$ cat config.mk
export PLATFORM = sky130hd
export DESIGN_NAME = bcfg_regs
export DESIGN_NICKNAME = d
export VERILOG_FILES = /design/src/core/bcfg_pkg.sv /design/src/core/bcfg_regs.sv
export SDC_FILE = /design/constraint.sdc
export NUM_CORES = 1
export LEC_CHECK = 0
export ABC_AREA = 1
export BUFFER_PORTS_ARGS = -buffer_cell sky130_fd_sc_hd__buf_4
export CAP_MARGIN = 10
export CORE_MARGIN = 1
export CORE_UTILIZATION = 40
export CTS_BUF_LIST = sky130_fd_sc_hd__clkbuf_8
export CTS_CLUSTER_SIZE = 12
export DETAILED_ROUTE_END_ITERATION = 10
export HOLD_SLACK_MARGIN = 0.12
export PLACE_DENSITY_LB_ADDON = 0.1
export SLEW_MARGIN = 40
export SYNTH_ARGS = -nofsm -noshare
export SYNTH_HDL_FRONTEND = slang
export SYNTH_SLANG_ARGS = --single-unit
export TNS_END_PERCENT = 10
$ cat constraint.sdc
create_clock -name ref_clk -period 2.1 [get_ports ref_clk]
set_clock_uncertainty 0.1 [all_clocks]
set_input_delay 0.105 -clock ref_clk [delete_from_list [all_inputs] [get_ports ref_clk]]
set_output_delay 0.105 -clock ref_clk [all_outputs]
set_load 0.02 [all_outputs]
$ cat src/core/bcfg_pkg.sv
// constants for the bridge configuration id and command registers
package bcfg_pkg;
	localparam logic [7:0]  BCFG_OFF_ID       = 8'h00;
	localparam logic [7:0]  BCFG_OFF_CMD      = 8'h04;
	localparam int          BCFG_VID_LSB      = 0;
	localparam int          BCFG_DID_LSB      = 16;
	localparam int          BCFG_CMD_IO_EN    = 0;
	localparam int          BCFG_CMD_MEM_EN   = 1;
	localparam int          BCFG_CMD_MASTER   = 2;
	localparam int          BCFG_CMD_SPECIAL  = 3;
	localparam int          BCFG_CMD_MWI      = 4;
	localparam int          BCFG_CMD_SNOOP    = 5;
	localparam int          BCFG_CMD_PERR     = 6;
	localparam int          BCFG_CMD_WAIT     = 7;
	localparam int          BCFG_CMD_SERR     = 8;
	localparam int          BCFG_CMD_FBB      = 9;
	localparam int          BCFG_CMD_INT_DIS  = 10;
	localparam int          BCFG_STS_MDPE     = 24;
	localparam logic [15:0] BCFG_CMD_RW_MASK  = 16'h0567;
	localparam logic [15:0] BCFG_CMD_RST      = 16'h0000;
	localparam logic [9:0]  BCFG_PAL_A0       = 10'h3C6;
	localparam logic [9:0]  BCFG_PAL_A1       = 10'h3C8;
	localparam logic [9:0]  BCFG_PAL_A2       = 10'h3C9;
endpackage : bcfg_pkg

$ cat src/core/bcfg_regs.sv
// configuration id and command register block of the bridge
`timescale 1ns/10ps

module bcfg_regs import bcfg_pkg::*; #(
	parameter logic [15:0] VENDOR_CODE = 16'hA5A5, // arbitrary value
	parameter logic [15:0] DEVICE_CODE = 16'h5A5A  // arbitrary value
) (
	input  wire logic        ref_clk,
	input  wire logic        rst,
	input  wire logic        transparent_mode,
	input  wire logic        reverse_mode,
	input  wire logic        cfg_rd,
	input  wire logic        cfg_wr,
	input  wire logic [7:0]  cfg_addr,
	input  wire logic [3:0]  cfg_be,
	input  wire logic [31:0] cfg_wdata,
	output logic      [31:0] cfg_rdata,
	output logic             cfg_ack,
	input  wire logic        pri_io_wr,
	input  wire logic [15:0] pri_io_addr,
	input  wire logic        parity_event,
	input  wire logic        error_event,
	input  wire logic        int_req,
	output logic             io_resp_en,
	output logic             mem_accept_en,
	output logic             master_en,
	output logic             palette_hit,
	output logic             error_msg_req,
	output logic             serr_assert,
	output logic             inta_assert,
	output logic             mdpe_status
);
	typedef struct packed {
		logic [15:0] cmd;
		logic        mdpe;
		logic [31:0] rdata;
		logic        ack;
		logic        io_en;
		logic        mem_en;
		logic        mst_en;
		logic        pal_hit;
		logic        err_msg;
		logic        serr;
		logic        inta;
	} bcfg_state_s;

	bcfg_state_s s_q;
	bcfg_state_s s_d;

	function automatic logic bcfg_is_palette(input logic [9:0] a);
		bcfg_is_palette = (a == BCFG_PAL_A0) || (a == BCFG_PAL_A1) ||
			(a == BCFG_PAL_A2);
	endfunction : bcfg_is_palette

	logic [15:0] wmask;
	logic [15:0] cmd_next;
	logic        hit_cmd;
	logic        hit_id;

	always_comb begin
		s_d = s_q;
		wmask = {{8{cfg_be[1]}}, {8{cfg_be[0]}}} & BCFG_CMD_RW_MASK;
		hit_cmd = transparent_mode && (cfg_addr == BCFG_OFF_CMD);
		hit_id = transparent_mode && (cfg_addr == BCFG_OFF_ID);
		cmd_next = s_q.cmd;
		if (cfg_wr && hit_cmd) begin
			cmd_next = (s_q.cmd & ~wmask) | (cfg_wdata[15:0] & wmask);
		end
		if (!reverse_mode) begin
			cmd_next[BCFG_CMD_SNOOP] = 1'b0;
			cmd_next[BCFG_CMD_INT_DIS] = 1'b0;
		end
		s_d.cmd = cmd_next;
		// set wins over a same-cycle clear
		if (cfg_wr && hit_cmd && cfg_be[3] && cfg_wdata[BCFG_STS_MDPE]) begin
			s_d.mdpe = 1'b0;
		end
		if (parity_event && s_q.cmd[BCFG_CMD_PERR]) begin
			s_d.mdpe = 1'b1;
		end
		s_d.ack = cfg_rd || cfg_wr;
		s_d.rdata = 32'h0000_0000;
		if (cfg_rd && hit_id) begin
			s_d.rdata = {DEVICE_CODE, VENDOR_CODE};
		end else if (cfg_rd && hit_cmd) begin
			s_d.rdata = {7'h00, s_q.mdpe, 8'h00, s_q.cmd};
		end
		s_d.io_en = s_q.cmd[BCFG_CMD_IO_EN];
		s_d.mem_en = s_q.cmd[BCFG_CMD_MEM_EN];
		s_d.mst_en = s_q.cmd[BCFG_CMD_MASTER];
		s_d.pal_hit = reverse_mode && s_q.cmd[BCFG_CMD_SNOOP] && pri_io_wr &&
			bcfg_is_palette(pri_io_addr[9:0]);
		s_d.err_msg = !reverse_mode && s_q.cmd[BCFG_CMD_SERR] &&
			error_event;
		s_d.serr = reverse_mode && s_q.cmd[BCFG_CMD_SERR] && error_event;
		s_d.inta = int_req &&
			!(reverse_mode && s_q.cmd[BCFG_CMD_INT_DIS]);
	end

	always_ff @(posedge ref_clk or posedge rst) begin
		if (rst) begin
			s_q <= '0;
		end else begin
			s_q <= s_d;
		end
	end

	assign cfg_rdata = s_q.rdata;
	assign cfg_ack = s_q.ack;
	assign io_resp_en = s_q.io_en;
	assign mem_accept_en = s_q.mem_en;
	assign master_en = s_q.mst_en;
	assign palette_hit = s_q.pal_hit;
	assign error_msg_req = s_q.err_msg;
	assign serr_assert = s_q.serr;
	assign inta_assert = s_q.inta;
	assign mdpe_status = s_q.mdpe;
endmodule : bcfg_regs

# Word level (Yosys, flattened, before mapping)
# Index checks and enable logic that the tools add are counted.
# word_totals
reg_bits	57
input_bits	70
# op_classes
n_eq_ne	5
n_mux	7
bitwise_logic	4
n_reduce_logical	24
# ops
op	count
31-bit two-way mux	1
10-bit equality test, second input constant	3
25-bit two-way mux	1
1-bit logical AND	17
16-bit by 11-bit AND with 16-bit output	1
16-bit AND	1
11-bit NOT with 16-bit output	1
16-bit bitwise OR	1
11-bit two-way mux	1
8-bit by 3-bit equality test with 1-bit output, second input constant	1
8-bit zero test	1
1-bit two-way mux	4
1-bit logical OR	3
1-bit zero test	2
2-bit by 1-bit != test with 1-bit output, second input constant	1
2-bit nonzero test	1

# Depth between registers and ports, before layout
# depth
word_depth	7
depth_mapped	8
depth_no_buf	8

# Least setup slack after synthesis
# OpenSTA, ideal clock, no wires.
# synth_timing
path_type	input -> register
startpoint	input port cfg_addr[1]
endpoint	register s_q[46] (netlist bit)
t_arrival_ns	0.767
path_slack_ns	1.120
stages	8
path_buffers	0
path_cell_list	nor2_2 -> nand2_2 -> nor2_8 -> nand3_4 -> clkinv_4 -> nand2_1 -> nand2_1 -> inv_1
# synth_via
elab_chain_len	4
# synth_rtl
item	line	text
start, declared	bcfg_regs.sv:14	input wire logic [7:0] cfg_addr,
8-bit by 3-bit equality test with 1-bit output	bcfg_regs.sv:63	hit_cmd = transparent_mode && (cfg_addr == BCFG_OFF_CMD);
1-bit logical AND	bcfg_regs.sv:63	
1-bit logical AND	bcfg_regs.sv:66	if (cfg_wr && hit_cmd) begin
2-bit by 1-bit != test with 1-bit output (no source line)	-	
end signal, assigned	bcfg_regs.sv:102	s_q <= '0;
end signal, assigned	bcfg_regs.sv:104	s_q <= s_d;
end, declared	bcfg_regs.sv:47	bcfg_state_s s_q;
# Every way passes these cells.
# A chain may end at the register's enable or synchronous reset.

==> flow_summary.yaml <==
status:
  run_status: "finished, final reports clean"
clock_tree:
  htreeDepth: 1
  cts_setup_buffers: 0
  cts-root-buf: "clkbuf_8"
  clkSinkCount: 25
  cts.path.max_buffers: 2
  path_clk_slew_ns: 0.08
  clkLatencyLatePin_ns: 0.25
  cts_tree: "built"
  numCtsBuffers: 3
placed_design:
  io_buffers: 66
  gp_congestion: 0.862
  dpl.cell_count: 260
  dp_hpwl_um: 2050
timing:
  finalCritPeriodShare: 0.919
  finalHoldViolCount: 0
  min_period_ns: 1.93
  setup_tns_ns: 0
  fmax_mhz: 518
  holdWs_ns: 0.136
  rsz0062_at_grt: "no"
  max_slew_margin: 0.662
  setup_viol: 0
  worst_pin_slew_ns: 0.506
  slew_viol_final: 0
cells_and_area:
  area_growth_syn_to_layout_pct: 47.4
  layout.cells.non_filler: 291
  final_core_util: 0.622
  drive_above_1_share: 0.355
  diodes: 0
  fin_nets: 316
logic_synthesis:
  synth.top_cells.by_count: "39 x nand2_1, 32 x buf_4, 26 x inv_1"
  synth-edff-count: 0
  syn_area_per_cell_um2: 8.45
  ys_types: 23
  syn_inst: 168
  synth_warnings: 0
  syn_area_mm2: 0.00142
  synth_area_leader_cell: "dfrtp_1"
  yosysSeqAreaShare: 0.441
  synth_top_area_frac: 0.441
  ys_top_cells_by_area: "dfrtp_1 44%, buf_4 17%, nand2_1 10%"
  synthArstFlopShare: 1.00
  synth_most_common_cell: "nand2_1"
  ys_seq_elements: 25
  yosys_most_used_dff: "dfrtp_1"
critical_path:
  critPathRequiredTime_ns: 2.14
  r2r_start: "s_q[51]"
  r2r_slack_ns: 0.79
  crit_type: "in -> reg"
  crit_family: "buffers and inverters"
  crit_fanout: 1
  timing.rr.end: "inta_assert"
  cp_num_buf_inv: 4
  cp-start-kind: "input port"
  crit_slowest_cell: "dlygate4sd3_1"
  max_stage_delay_ns: 0.55
  cp_common_cell: "dlygate4sd3_1"
  cp_num_cells: 6
  cp_cell_sequence: "dlygate4sd3_1, buf_4, nand4_1, dlygate4sd3_1, nand2_1, dlygate4sd3_1"
  reg2reg_depth: 3
  end_kind: "register"
  arrival_ns: 1.97
routing:
  drt.antenna.violating_nets: 0
  dr.pass1.iters: 6
  vias_per_cell: 4.16
  vias: 1212
  routed_wl_um: 2700
  routedWlPerCell_um: 9.28
  dr.first_iter.drc_count: 31
  drc: 0
hold_path:
  holdPathStages: 4
  min_from: "cfg_addr[2]"
  min_delay_worst_endpoint: "cfg_rdata[28]"
  hold_class: "in -> reg"
global_routing:
  grt_max_degree: 26
  grt_use_total: 0.154
  gr-total-overflow: 0
  grt_first_pass_wirelength_um: 4330
  grt_pass1_vias: 1075
  antenna_found_initial: 0
die:
  initial_core_util: 0.422
  dieArea_mm2: 0.00379
  die_w_um: 61.6
  die_h_um: 61.6
  core-area_mm2: 0.00336
  rows: 21
  ioPinCount: 111
power_and_ir_drop:
  p_per_area_mw_per_mm2: 448
  peakVddDrop_mv: 0.239
  p_leak_nw: 1.19
flow_run:
  max-cap-violations: 0
==> power by group <==
| group | internal, mW | switching, mW |
|---|---|---|
| logic | 0.0930 | 0.0885 |
| registers | 0.489 | 0.00484 |
| clock network | 0.130 | 0.132 |
| total | 0.712 | 0.225 |
==> worst min-delay path, cell delays in order <==
cell and delay [ns]:
buf_4 0.09, inv_1 0.07, nand3_4 0.15, inv_2 0.04
==> metal layers <==
layer	GRT usage	vias up	routed length [um]
li1	-	615	-
met1	0.173	542	1100
met2	0.292	53	1390
met3	0.0357	2	187
met4	0.0381	0	24
met5	0	-	0
==> stage by stage <==
step	area (um^2)	setup slack, ns	power [mW]
final	2090	0.170	0.937
after global routing	2090	0.130	0.980
after CTS	2090	0.192	0.949
after detailed placement	1780	0.918	0.653
after global placement	1780	0.929	0.650
after floorplan	1470	1.12	0.589
==> logic make-up (layout without fill, tap and decap cells) <==
group           after synthesis  in the layout  synth area share
simple gates                 72             72             0.261
buf+inv                      61            126             0.249
other cells                   1             13           0.00264
flops                        25             25             0.441
compound gates                9              9            0.0467
==> placed cells by master (no fill, tap or decap), types with 3 or more instances in the layout <==
cell            n
o21ai_2         5
nand2_1        39
dlygate4sd3_1  27
nand4_1         3
inv_2           3
nand3_4         3
buf_4          66
nor2_1         12
clkbuf_8        3
dfrtp_1        25
conb_1         13
inv_1          26
nand3_1         6
==> final cells by class <==
type | count | area, um^2
fillers | 288 | 1270
repair buffers | 93 | 766
flip-flops and latches | 25 | 626
multi-input cells | 94 | 485
inverters | 29 | 114
well taps | 46 | 57.6
clock buffers | 3 | 41.3
clock inverters | 1 | 3.75
==> worst max path at each step <==
stage	start	end
finish	cfg_wdata[8]	register
global route	cfg_wdata[8]	register
CTS	cfg_wdata[8]	register
detailed placement	cfg_addr[1]	s_q[46]
global placement	cfg_addr[1]	cfg_rdata[1]
floorplan	cfg_addr[1]	s_q[46]
==> what timing repair did <==
action                    4_1_cts  5_1_grt
gates resized for setup         0        0
hold endpoints to repair       46        0
hold buffers                   27        0
Power figures use the tool's default switching activity.
